**src/hw/gia_pkg.sv**
```systemverilog
package gia_pkg;
	// Register map
	localparam logic [7:0] GLOBAL_WORD_OFFSET = 8'h80;
	localparam logic [7:0] AGG_CTRL_OFFSET = 8'ha0;
	localparam logic [31:0] GLOBAL_WORD_RESET = 32'h0000_0000;
	localparam logic [31:0] AGG_CTRL_RESET = 32'h0000_0001;
	localparam logic [31:0] UNMAPPED_READ = 32'h0000_0000;
	// Field layout of the interrupt word
	localparam int NUM_CHAN = 4;
	localparam int SUMMARY_LSB = 0;
	localparam int CODE_LSB = 8;
	localparam int CODE_W = 3;
	localparam int WAKE_EN_BIT = 0;
	// Source codes, lowest number wins among the channel sources
	localparam logic [2:0] CODE_NONE = 3'h0;
	localparam logic [2:0] CODE_RX = 3'h1;
	localparam logic [2:0] CODE_RX_TIMEOUT = 3'h2;
	localparam logic [2:0] CODE_TX = 3'h3;
	localparam logic [2:0] CODE_MODEM = 3'h4;
	localparam logic [2:0] CODE_RESERVED = 3'h5;
	localparam logic [2:0] CODE_PIN = 3'h6;
	localparam logic [2:0] CODE_TIMER = 3'h7;

	// Highest priority channel source as a 3-bit code
	function automatic logic [2:0] encode_uart(input logic rx,
		input logic rx_timeout, input logic tx, input logic modem);
		logic [2:0] code;
		code = CODE_NONE;
		if (rx) begin
			code = CODE_RX;
		end else if (rx_timeout) begin
			code = CODE_RX_TIMEOUT;
		end else if (tx) begin
			code = CODE_TX;
		end else if (modem) begin
			code = CODE_MODEM;
		end
		return code;
	endfunction
endpackage

```
**src/hw/gia_aggregator.sv**
```systemverilog
`timescale 1ns/1ps
`default_nettype none
module gia_aggregator #(
	parameter int ADDR_W = 8
) (
	// Clock and reset
	input wire logic clk,
	input wire logic rst,
	// Register port
	input wire logic [ADDR_W-1:0] reg_addr,
	input wire logic [31:0] reg_wdata,
	input wire logic reg_wr,
	input wire logic reg_rd,
	output logic [31:0] reg_rdata,
	// Channel source events, one bit per channel
	input wire logic [3:0] rx_data_ready_set,
	input wire logic [3:0] line_status_set,
	input wire logic [3:0] rx_timeout_set,
	input wire logic [3:0] tx_space_ready_set,
	input wire logic [3:0] modem_set,
	input wire logic [3:0] flow_special_set,
	// Channel clearing reads, one bit per channel
	input wire logic [3:0] rx_buffer_read,
	input wire logic [3:0] line_status_read,
	input wire logic [3:0] irq_status_read,
	input wire logic [3:0] modem_status_read,
	// Device wide sources and their clearing reads
	input wire logic timer_timeout,
	input wire logic pin_event,
	input wire logic timer_cmd_read,
	input wire logic pin_level_read,
	input wire logic [3:0] sleep_mode,
	// Condensed request
	output logic irq_any
);
	logic [3:0] chan_pending;
	logic [2:0] chan_code [4];
	logic [2:0] code0;
	logic [3:0] summary;
	logic [31:0] word;
	logic timer_q, pin_q, wake_q;
	logic summary_read;
	logic hit_word, hit_ctrl;
	logic [31:0] ctrl_q;
	logic [31:0] rdata_q;
	logic irq_q;

	// Address decode
	assign hit_word = reg_addr == ADDR_W'(gia_pkg::GLOBAL_WORD_OFFSET);
	assign hit_ctrl = reg_addr == ADDR_W'(gia_pkg::AGG_CTRL_OFFSET);
	// Any read of the word covers its summary byte
	assign summary_read = reg_rd & hit_word;

	// One flag set per channel
	for (genvar i = 0; i < gia_pkg::NUM_CHAN; i++) begin : g_chan
		gia_chan_flags u_flags (
			.clk(clk),
			.rst(rst),
			.rx_data_ready_set(rx_data_ready_set[i]),
			.line_status_set(line_status_set[i]),
			.rx_timeout_set(rx_timeout_set[i]),
			.tx_space_ready_set(tx_space_ready_set[i]),
			.modem_set(modem_set[i]),
			.flow_special_set(flow_special_set[i]),
			.rx_buffer_read(rx_buffer_read[i]),
			.line_status_read(line_status_read[i]),
			.irq_status_read(irq_status_read[i]),
			.modem_status_read(modem_status_read[i]),
			.pending(chan_pending[i]),
			.code(chan_code[i])
		);
	end

	// Device wide flags, all tied to channel 0
	gia_global_flags u_global (
		.clk(clk),
		.rst(rst),
		.timer_timeout(timer_timeout),
		.pin_event(pin_event),
		.sleep_mode(sleep_mode),
		.wake_en(ctrl_q[gia_pkg::WAKE_EN_BIT]),
		.timer_cmd_read(timer_cmd_read),
		.pin_level_read(pin_level_read),
		.summary_read(summary_read),
		.timer_q(timer_q),
		.pin_q(pin_q),
		.wake_q(wake_q)
	);

	// Channel 0 code, channel sources ahead of device wide ones
	always_comb begin
		if (chan_pending[0]) begin
			code0 = chan_code[0];
		end else if (pin_q) begin
			code0 = gia_pkg::CODE_PIN;
		end else if (timer_q) begin
			code0 = gia_pkg::CODE_TIMER;
		end else begin
			code0 = gia_pkg::CODE_NONE;
		end
	end

	// Summary bits follow any pending source
	always_comb begin
		summary = chan_pending;
		summary[0] = chan_pending[0] | pin_q | timer_q | wake_q;
	end

	// Interrupt word assembly
	always_comb begin
		word = gia_pkg::GLOBAL_WORD_RESET;
		word[gia_pkg::SUMMARY_LSB +: 4] = summary;
		word[gia_pkg::CODE_LSB +: gia_pkg::CODE_W] = code0;
		for (int c = 1; c < gia_pkg::NUM_CHAN; c++) begin
			word[gia_pkg::CODE_LSB + c * gia_pkg::CODE_W +: gia_pkg::CODE_W]
				= chan_code[c];
		end
	end

	// Control register write
	always_ff @(posedge clk or posedge rst) begin
		if (rst) begin
			ctrl_q <= gia_pkg::AGG_CTRL_RESET;
		end else if (reg_wr && hit_ctrl) begin
			ctrl_q <= {31'h0000_0000, reg_wdata[gia_pkg::WAKE_EN_BIT]};
		end
	end

	// Read data, valid the cycle after the strobe only
	always_ff @(posedge clk or posedge rst) begin
		if (rst) begin
			rdata_q <= gia_pkg::UNMAPPED_READ;
		end else if (reg_rd && hit_word) begin
			rdata_q <= word;
		end else if (reg_rd && hit_ctrl) begin
			rdata_q <= ctrl_q;
		end else begin
			rdata_q <= gia_pkg::UNMAPPED_READ;
		end
	end
	assign reg_rdata = rdata_q;

	// Registered request summary
	always_ff @(posedge clk or posedge rst) begin
		if (rst) begin
			irq_q <= 1'b0;
		end else begin
			irq_q <= |summary;
		end
	end
	assign irq_any = irq_q;

	reserved_bits_a: assert property (@(posedge clk) disable iff (rst)
		rdata_q[7:4] == 4'h0 && rdata_q[31:20] == 12'h000)
		else $error("reserved bits of the word read nonzero");
	summary_agree_a: assert property (@(posedge clk) disable iff (rst)
		(word[1] == (word[13:11] != 3'h0)) && (word[3] == (word[19:17] != 3'h0))
		&& (word[0] == ((word[10:8] != 3'h0) || wake_q)))
		else $error("summary bit disagrees with its code");
	// Codes 6 and 7 have their two upper bits set; modem code 4 does not
	global_ch0_only_a: assert property (@(posedge clk) disable iff (rst)
		word[13:12] != 2'b11 && word[16:15] != 2'b11
		&& word[19:18] != 2'b11)
		else $error("device wide code outside channel 0");
	uart_first_a: assert property (@(posedge clk) disable iff (rst)
		chan_pending[0] |-> word[10:8] inside {[3'h1:3'h4]})
		else $error("channel 0 source lost to a device wide one");
	word_read_a: assert property (@(posedge clk) disable iff (rst)
		reg_rd && hit_word |=> reg_rdata == $past(word))
		else $error("word read returned stale data");
	// A fresh wake event in the read cycle wins over the clear
	wake_clear_a: assert property (@(posedge clk) disable iff (rst)
		summary_read && !(u_global.all_asleep_q && !(&sleep_mode))
		|=> !wake_q)
		else $error("wake flag survived a summary read");
	wake_rise_a: assert property (@(posedge clk) disable iff (rst)
		ctrl_q[0] && &sleep_mode ##1 !(&sleep_mode) |=> wake_q)
		else $error("wake flag missed after full sleep");
	code_none_a: assert property (@(posedge clk) disable iff (rst)
		word[10:8] == 3'h0 |-> !chan_pending[0] && !pin_q && !timer_q)
		else $error("code zero with a pending channel 0 source");
	rx_first_a: assert property (@(posedge clk) disable iff (rst)
		$past(rx_data_ready_set[2]) && !$past(rx_buffer_read[2])
		|-> word[16:14] == 3'h1)
		else $error("receive source not ranked first");
	lsr_clear_a: assert property (@(posedge clk) disable iff (rst)
		line_status_read[1] && !line_status_set[1] && !rx_data_ready_set[1]
		&& !g_chan[1].u_flags.rx_q && word[13:11] == 3'h1
		|=> word[13:11] != 3'h1)
		else $error("line status flag survived its read");
	modem_clear_a: assert property (@(posedge clk) disable iff (rst)
		modem_status_read[3] && irq_status_read[3] && !modem_set[3]
		&& !flow_special_set[3] && word[19:17] == 3'h4 |=> word[19:17] != 3'h4)
		else $error("modem code survived its clearing reads");
	flow_clear_a: assert property (@(posedge clk) disable iff (rst)
		$past(irq_status_read[1]) && $past(modem_status_read[1])
		&& !$past(modem_set[1]) && !$past(flow_special_set[1])
		|-> word[13:11] != 3'h4)
		else $error("flow code survived its clearing reads");
	timer_code_a: assert property (@(posedge clk) disable iff (rst)
		timer_q && !pin_q && !chan_pending[0] |-> word[10:8] == 3'h7)
		else $error("timer not reported in channel 0");
endmodule
`default_nettype wire

```
**src/hw/gia_chan_flags.sv**
```systemverilog
`timescale 1ns/1ps
`default_nettype none
module gia_chan_flags (
	// Clock and reset
	input wire logic clk,
	input wire logic rst,
	// Source event pulses
	input wire logic rx_data_ready_set,
	input wire logic line_status_set,
	input wire logic rx_timeout_set,
	input wire logic tx_space_ready_set,
	input wire logic modem_set,
	input wire logic flow_special_set,
	// Clearing reads of the channel
	input wire logic rx_buffer_read,
	input wire logic line_status_read,
	input wire logic irq_status_read,
	input wire logic modem_status_read,
	// Condensed state
	output logic pending,
	output logic [2:0] code
);
	logic rx_q, lsr_q, tmo_q, tx_q, msr_q, flow_q;

	// Sticky flags, a set in the clearing cycle wins
	always_ff @(posedge clk or posedge rst) begin
		if (rst) begin
			rx_q <= 1'b0;
			lsr_q <= 1'b0;
			tmo_q <= 1'b0;
			tx_q <= 1'b0;
			msr_q <= 1'b0;
			flow_q <= 1'b0;
		end else begin
			rx_q <= rx_data_ready_set | (rx_q & ~rx_buffer_read);
			tmo_q <= rx_timeout_set | (tmo_q & ~rx_buffer_read);
			lsr_q <= line_status_set | (lsr_q & ~line_status_read);
			tx_q <= tx_space_ready_set | (tx_q & ~irq_status_read);
			msr_q <= modem_set | (msr_q & ~modem_status_read);
			flow_q <= flow_special_set | (flow_q & ~irq_status_read);
		end
	end

	// Priority encode of the pending sources
	assign code = gia_pkg::encode_uart(rx_q | lsr_q, tmo_q, tx_q,
		msr_q | flow_q);
	assign pending = rx_q | lsr_q | tmo_q | tx_q | msr_q | flow_q;

	rx_clear_a: assert property (@(posedge clk) disable iff (rst)
		rx_buffer_read && !rx_data_ready_set && !rx_timeout_set
		|=> !rx_q && !tmo_q)
		else $error("receive flags survived a buffer read");
	tx_clear_a: assert property (@(posedge clk) disable iff (rst)
		irq_status_read && !tx_space_ready_set |=> !tx_q)
		else $error("transmit flag survived a status read");
endmodule
`default_nettype wire

```
**src/hw/gia_global_flags.sv**
```systemverilog
`timescale 1ns/1ps
`default_nettype none
module gia_global_flags (
	// Clock and reset
	input wire logic clk,
	input wire logic rst,
	// Device wide events
	input wire logic timer_timeout,
	input wire logic pin_event,
	input wire logic [3:0] sleep_mode,
	input wire logic wake_en,
	// Clearing reads
	input wire logic timer_cmd_read,
	input wire logic pin_level_read,
	input wire logic summary_read,
	// Flags
	output logic timer_q,
	output logic pin_q,
	output logic wake_q
);
	logic all_asleep_q;

	// Tracks whether every channel sits in sleep mode
	always_ff @(posedge clk or posedge rst) begin
		if (rst) begin
			all_asleep_q <= 1'b0;
		end else begin
			all_asleep_q <= &sleep_mode;
		end
	end

	// Timer and pin flags, set wins over clear
	always_ff @(posedge clk or posedge rst) begin
		if (rst) begin
			timer_q <= 1'b0;
			pin_q <= 1'b0;
		end else begin
			timer_q <= timer_timeout | (timer_q & ~timer_cmd_read);
			pin_q <= pin_event | (pin_q & ~pin_level_read);
		end
	end

	// Wake flag raised when a full sleep ends
	always_ff @(posedge clk or posedge rst) begin
		if (rst) begin
			wake_q <= 1'b0;
		end else begin
			wake_q <= (wake_en & all_asleep_q & ~&sleep_mode)
				| (wake_q & ~summary_read);
		end
	end

	timer_clear_a: assert property (@(posedge clk) disable iff (rst)
		timer_cmd_read && !timer_timeout |=> !timer_q)
		else $error("timer flag survived a command read");
	pin_clear_a: assert property (@(posedge clk) disable iff (rst)
		pin_level_read && !pin_event |=> !pin_q)
		else $error("pin flag survived a level read");
endmodule
`default_nettype wire

```
**config.mk**
```make
export PLATFORM = sky130hd
export DESIGN_NAME = gia_aggregator
export DESIGN_NICKNAME = d
export VERILOG_FILES = /design/src/hw/gia_pkg.sv /design/src/hw/gia_aggregator.sv /design/src/hw/gia_chan_flags.sv /design/src/hw/gia_global_flags.sv
export SDC_FILE = /design/constraint.sdc
export NUM_CORES = 1
export LEC_CHECK = 0
export ABC_AREA = 1
export BUFFER_PORTS_ARGS = -buffer_cell sky130_fd_sc_hd__buf_2
export CAP_MARGIN = 30
export CORE_MARGIN = 1
export CORE_UTILIZATION = 45
export CTS_BUF_LIST = sky130_fd_sc_hd__clkbuf_16
export CTS_CLUSTER_SIZE = 14
export DETAILED_ROUTE_END_ITERATION = 6
export PLACE_DENSITY = 0.95
export SETUP_SLACK_MARGIN = 0.15
export SYNTH_ARGS = -nofsm -noshare
export SYNTH_HDL_FRONTEND = slang
export SYNTH_SLANG_ARGS = --single-unit
```
**constraint.sdc**
```tcl
create_clock -name clk -period 2.2 [get_ports clk]
set_clock_uncertainty 0.05 [all_clocks]
set_input_delay 0.33 -clock clk [delete_from_list [all_inputs] [get_ports clk]]
set_output_delay 0.33 -clock clk [all_outputs]
set_load 0.02 [all_outputs]
```
==> results.yml, run 1 <==
clock_network:
  cts_tree: "yes"
  ctsHtreeMaxLevel: 2
  root_buffer: "clkbuf_16"
  cts.sinks: 46
  post_cts_buffers: 0
  clkTransAtPathRegs_ns: 0.06
  cts_resized: 0
  cts_hold_buf: 0
  clock_latency_ns: 0.28
  cts_inserted_buffers: 5
  clock_path_buffers: 2
cells_and_area:
  regArea_um2: 1150
  final_cell_mix: "77 x buf_2, 45 x dfrtp_1, 34 x inv_1, 26 x o21bai_1, 22 x nor2_1"
  multiInputGateArea_um2: 597
  nets: 369
  fin_util_pct: 60.6
  nFillCells: 374
  final_common_cell: "buf_2"
  area_growth_pct: 26.7
  antenna_cells: 0
  drive_gt1_share_pct: 34.2
setup_path:
  cp_cell_sequence: "nor2_1, nand3_1, nor2_1, nand2_1, nor2_1, nand2_1"
  cp.required_ns: 2.32
  crit_family: "simple AND/OR/NAND/NOR gates"
  timing.rr.start: "g_chan[2].u_flags.lsr_q"
  crit_path_max_incr_delay_ns: 0.38
  cp.buffers_inverters: 0
  cp_slowest_cell: "dfrtp_1"
  rr_worst_depth: 6
  cp-start-kind: "flip-flop"
  r2r_slack_ns: 0.92
  critPathCaptureType: "flip-flop"
  cp_max_fo: 3
  path_common_cell: "nor2_1"
  cp_data_arrival_time_ns: 1.40
  cp.depth: 6
  worstSetupPathType: "reg -> reg"
  crit_path_start: "g_chan[2].u_flags.lsr_q"
floorplan:
  num_rows: 23
  ios: 125
  core_um2: 4090
  dieArea_um2: 4610
  initial_core_util_pct: 47.9
  fp.dieW_um: 67.9
  die_h_um: 67.9
global_route:
  grt_use_total_pct: 16.9
  grt_pass1_wl_um: 5620
  overflow: 0
  grt_pass1_vias: 1353
  grt_max_degree: 47
  antenna_found_initial: 0
detailed_routing:
  vias_per_cell: 4.53
  drc: 0
  ant_nets: 0
  vias: 1486
  wirelength_um: 3460
  firstDrtPassIters: 4
  drt_iter0_drc: 80
  wl_per_cell_um: 10.6
synth:
  synth.cell_area_um2: 1960
  yosysSeqAreaShare_pct: 58.9
  syn-instance-count: 194
  ys_warn_count: 0
  synth.ff_latch_count: 46
  ys_types: 21
  avgSynthCellArea_um2: 10.1
timing:
  fin_setup_tns_ns: 0
  final_max_slew_viol_count: 0
  max_freq_mhz: 778
  layout_setup_ws_ns: 0.915
  finalCriticalPeriod_ns: 1.28
  hold_viol: 0
  tightestPinTransition_ns: 0.547
  post-route-period-util_pct: 58.4
  max_slew_margin_pct: 63.5
  setup_viol: 0
  rsz0062_at_grt: "false"
pwr:
  p_per_area_nw_per_um2: 713
  ir_drop_mv: 0.424
  power_mw: 1.77
  leakagePower_nw: 1.42
status:
  status: "finished, final reports clean"
placed_design:
  place_congestion: 0.747
  pre_cts_slack_ns: 0.755
  hpwl_um: 2770
  port_buffers: 77
min_path:
  min_path_type: "in -> async"
job:
  maxCapViolations: 0
where the power goes:
| part | switching (mW) | internal, mW |
|---|---|---|
| sequential | 0.0178 | 0.882 |
| clock | 0.291 | 0.414 |
| combinational | 0.0942 | 0.0676 |
| total | 0.403 | 1.36 |
through the flow:
| stage | hold WS [ns] | cells | cell area [um^2] |
|---|---|---|---|
| floorplan | 0.376 | 209 | 2010 |
| global placement | 0.409 | 320 | 2340 |
| detailed placement | 0.416 | 320 | 2340 |
| CTS | 0.160 | 328 | 2480 |
| global route | 0.168 | 328 | 2480 |
| finish | 0.131 | 328 | 2480 |
cell usage after synthesis:
cell	n	share of area [%]
nand2_1	16	3.1
nand3_1	10	2.6
nand3b_1	1	0.38
nor3_4	1	0.83
nor3_1	2	0.51
nor2_2	2	0.64
dfrtp_1	45	58
buf_6	1	0.58
nand2_2	1	0.32
o21a_1	1	0.38
nand4_1	2	0.64
o21ai_0	4	1.0
nor3b_1	2	0.77
and3_1	1	0.32
nor2_1	22	4.2
a21oi_2	4	1.8
inv_1	35	6.7
dfstp_2	1	1.3
o21bai_1	26	10
conb_1	1	0.19
buf_4	16	6.1
layout make-up:
cell class / count / area share, %
Inverter: 35 / 5.30
Multi-Input combinational cell: 111 / 24.1
Clock buffer: 5 / 5.05
Timing Repair Buffer: 78 / 15.9
Tap cell: 50 / 2.53
Clock inverter: 3 / 0.657
Sequential cell: 46 / 46.5
path summary, 6_finish.rpt:
kind / endpoint
worst max-delay path: irq_any
worst min-delay path: reg_rdata[0]
worst max register to register: irq_any
worst min register to register: ctrl_q[0]
max in group asynchronous: g_chan[0].u_flags.flow_q
min in group clk: g_chan[0].u_flags.msr_q
sequential cells by signal, summed over array words and instances (netlist names):
signal	count
ctrl_q	1
g_chan.u_flags.flow_q	4
g_chan.u_flags.lsr_q	4
g_chan.u_flags.msr_q	4
g_chan.u_flags.rx_q	4
g_chan.u_flags.tmo_q	4
g_chan.u_flags.tx_q	4
irq_any	1
reg_rdata	16
u_global.all_asleep_q	1
u_global.pin_q	1
u_global.timer_q	1
u_global.wake_q	1
worst register-to-register path, stage by stage, from the launching register on:
cell	delay [ns]
dfrtp_1	0.38
nor2_1	0.21
nand3_1	0.15
nor2_1	0.17
nand2_1	0.07
nor2_1	0.09
nand2_1	0.05
cells by family after synthesis:
logic type      count (synthesis)  share of synthesized area (%)
other cells                     1                          0.192
flops                          46                           58.9
compound gates                 35                           13.2
buf+inv                        52                           13.4
simple gates                   60                           14.3
metal layers:
layer,vias up,wire length (um),GRT usage (%)
met4,0,46,5.47
li1,741,-,-
met5,-,0,0
met1,689,1430,19.4
met3,7,180,6.00
met2,49,1800,29.2
Note: power is estimated with default switching activity, not from simulation.
==> run 2, diff against run 1 <==
- CORE_UTILIZATION: 45 -> 38
- PLACE_DENSITY: 0.95 -> 0.87
- clock period: 2.2 -> 1.1 ns (I/O delays scaled with it)
==> run 2 against run 1 <==
  * The flow now finishes with violations (setup timing)
  * Maximum frequency grew 11%
  * Cell count up 16%
  * Sequential share of layout area decreased by 8.8 points
  * Flip-flop and latch count did not move
  * Die area is 18% higher
  * Combinational power grew to 2.7 times the previous value
  * Global-route usage shrank 0.62 points
  * Power grew 120%
  * First-iteration DRC count down 15%
  * Critical path type unchanged
  * Largest cell class unchanged
  * Highest routed layer unchanged
==> results.yml, run 2 (synthesis gave the netlist of run 1 again) <==
cells_and_area:
  design_area_um2: 3060
  area_growth_pct: 56.4
  antenna_cells: 0
  largest_reg_flops: 16
  nets: 404
  final_cell_mix: "60 x buf_2, 45 x dfrtp_1, 33 x inv_1, 26 x o21bai_1, 26 x buf_4"
  final_common_cell: "buf_2"
  fin_util_pct: 63.1
  drive_gt1_share_pct: 47.9
clock_network:
  cts_tree: "yes"
  cts_inserted_buffers: 5
  root_buffer: "clkbuf_16"
  clkTransAtPathRegs_ns: 0.06
  clock_latency_ns: 0.28
  cts.sinks: 46
  clock_path_buffers: 2
  ctsHtreeMaxLevel: 2
pwr:
  p_per_area_nw_per_um2: 1280
  power.switching_mw: 0.886
  power.clock.fraction_pct: 42.9
  seq_power_share_pct: 46.1
  ir_drop_mv: 0.828
  leakagePower_nw: 1.65
  p_comb_share_pct: 11.0
  p_int_mw: 3.04
  switching_share_pct: 22.5
global_route:
  grt_pass1_wl_um: 6680
  grt_use_total_pct: 16.3
  overflow: 0
  grt_pass1_vias: 1619
  grt_max_degree: 22
  antenna_found_initial: 0
timing:
  fin_setup_tns_ns: -0.112
  finalCriticalPeriod_ns: 1.16
  hold_viol: 0
  rsz0062_at_grt: "true"
  final_max_slew_viol_count: 0
  hold_ws_ns: 0.00749
  max_freq_mhz: 865
  post-route-period-util_pct: 105
  setup_viol: 4
  layout_setup_ws_ns: -0.0565
detailed_routing:
  firstDrtPassIters: 4
  vias: 1612
  drc: 0
  wirelength_um: 4090
  vias_per_cell: 4.24
  wl_per_cell_um: 10.8
  ant_nets: 0
  drt_iter0_drc: 68
job:
  maxCapViolations: 0
placed_design:
  pre_cts_slack_ns: -0.116
  hpwl_um: 3020
  port_buffers: 77
  placed_area_um2: 2550
  place_congestion: 0.799
floorplan:
  die_h_um: 73.7
  core_um2: 4850
  fp.dieW_um: 73.7
  initial_core_util_pct: 40.3
  num_rows: 25
  ios: 125
  dieArea_um2: 5440
setup_path:
  critPathCaptureType: "flip-flop"
  cp-start-kind: "flip-flop"
  cp.required_ns: 1.23
  cp_max_fo: 2
  cp_data_arrival_time_ns: 1.28
  worstSetupPathType: "reg -> reg"
status:
  status: "finished, violations left"
  failed_checks: "setup timing"
min_path:
  min_path_type: "in -> reg"
## run 2: cell count changes in the layout (fill, tap and decap cells not counted), moves of 7 or more
cell,change
nor2_2,+7
buf_4,+25
buf_6,+22
nor2_1,-10
buf_2,-17
## run 2: metal layers
| layer | GRT usage (%) | part of all wire [%] | up-vias |
|---|---|---|---|
| met1 | 18.4 | 41 | 745 |
| met2 | 30.6 | 54 | 56 |
| met5 | 0 | 0 | - |
| met4 | 4.06 | 0.34 | 0 |
| li1 | - | - | 809 |
| met3 | 3.98 | 4.5 | 2 |
## run 2: layout make-up
cell class	count	area [um^2]
clock inverter	3	45.0
tap	67	83.8
fill	387	1790
clock buffer	5	125
sequential	46	1150
timing repair buffer	113	823
inverter	35	135
multi-input combinational	111	694
## run 2: metrics by stage
stage / instances / total power [mW]
finish: 380 / 3.93
global route: 380 / 4.12
CTS: 371 / 3.94
detailed placement: 356 / 2.22
global placement: 356 / 2.20
floorplan: 209 / 2.06
## run 2: what timing repair did
item                                   in CTS  in global routing
setup buffers                               5                  9
setup endpoints to repair                  29                 35
endpoints found under the hold margin      12                  0
hold buffers                                2                  0
pin swaps                                  20                 13
gates resized for setup                    51                 12
## run 2: power by group through the flow
stage,registers (mW),clock network (mW),logic (mW)
3_3_place_gp,1.83,0,0.371
3_5_place_dp,1.83,0,0.385
4_1_cts,1.81,1.73,0.410
5_1_grt,1.82,1.81,0.483
6_report,1.81,1.69,0.432
2_1_floorplan,1.83,0,0.234
## run 2: path summary, 6_finish.rpt
| kind | from | endpoint | slack (ns) | depth (start not counted) |
|---|---|---|---|---|
| worst max register to register | g_chan[3].u_flags.lsr_q | reg_rdata[3] | -0.06 | 6 |
| worst max-delay path | g_chan[3].u_flags.lsr_q | reg_rdata[3] | -0.06 | 6 |
| max in group asynchronous | rst | ctrl_q[0] | 0.29 | 4 |
| worst min register to register | ctrl_q[0] | ctrl_q[0] | 0.43 | 2 |
| worst min-delay path | line_status_read[3] | g_chan[3].u_flags.lsr_q | 0.007 | 2 |
| min in group asynchronous | rst | reg_rdata[1] | 0.49 | 4 |
## run 2: critical path, stage by stage (launching register included)
cell and delay, ns:
dfrtp_1 0.39, nor2_2 0.16, nand3_2 0.13, nor2_4 0.10, buf_4 0.10, buf_4 0.08, nor2_1 0.03
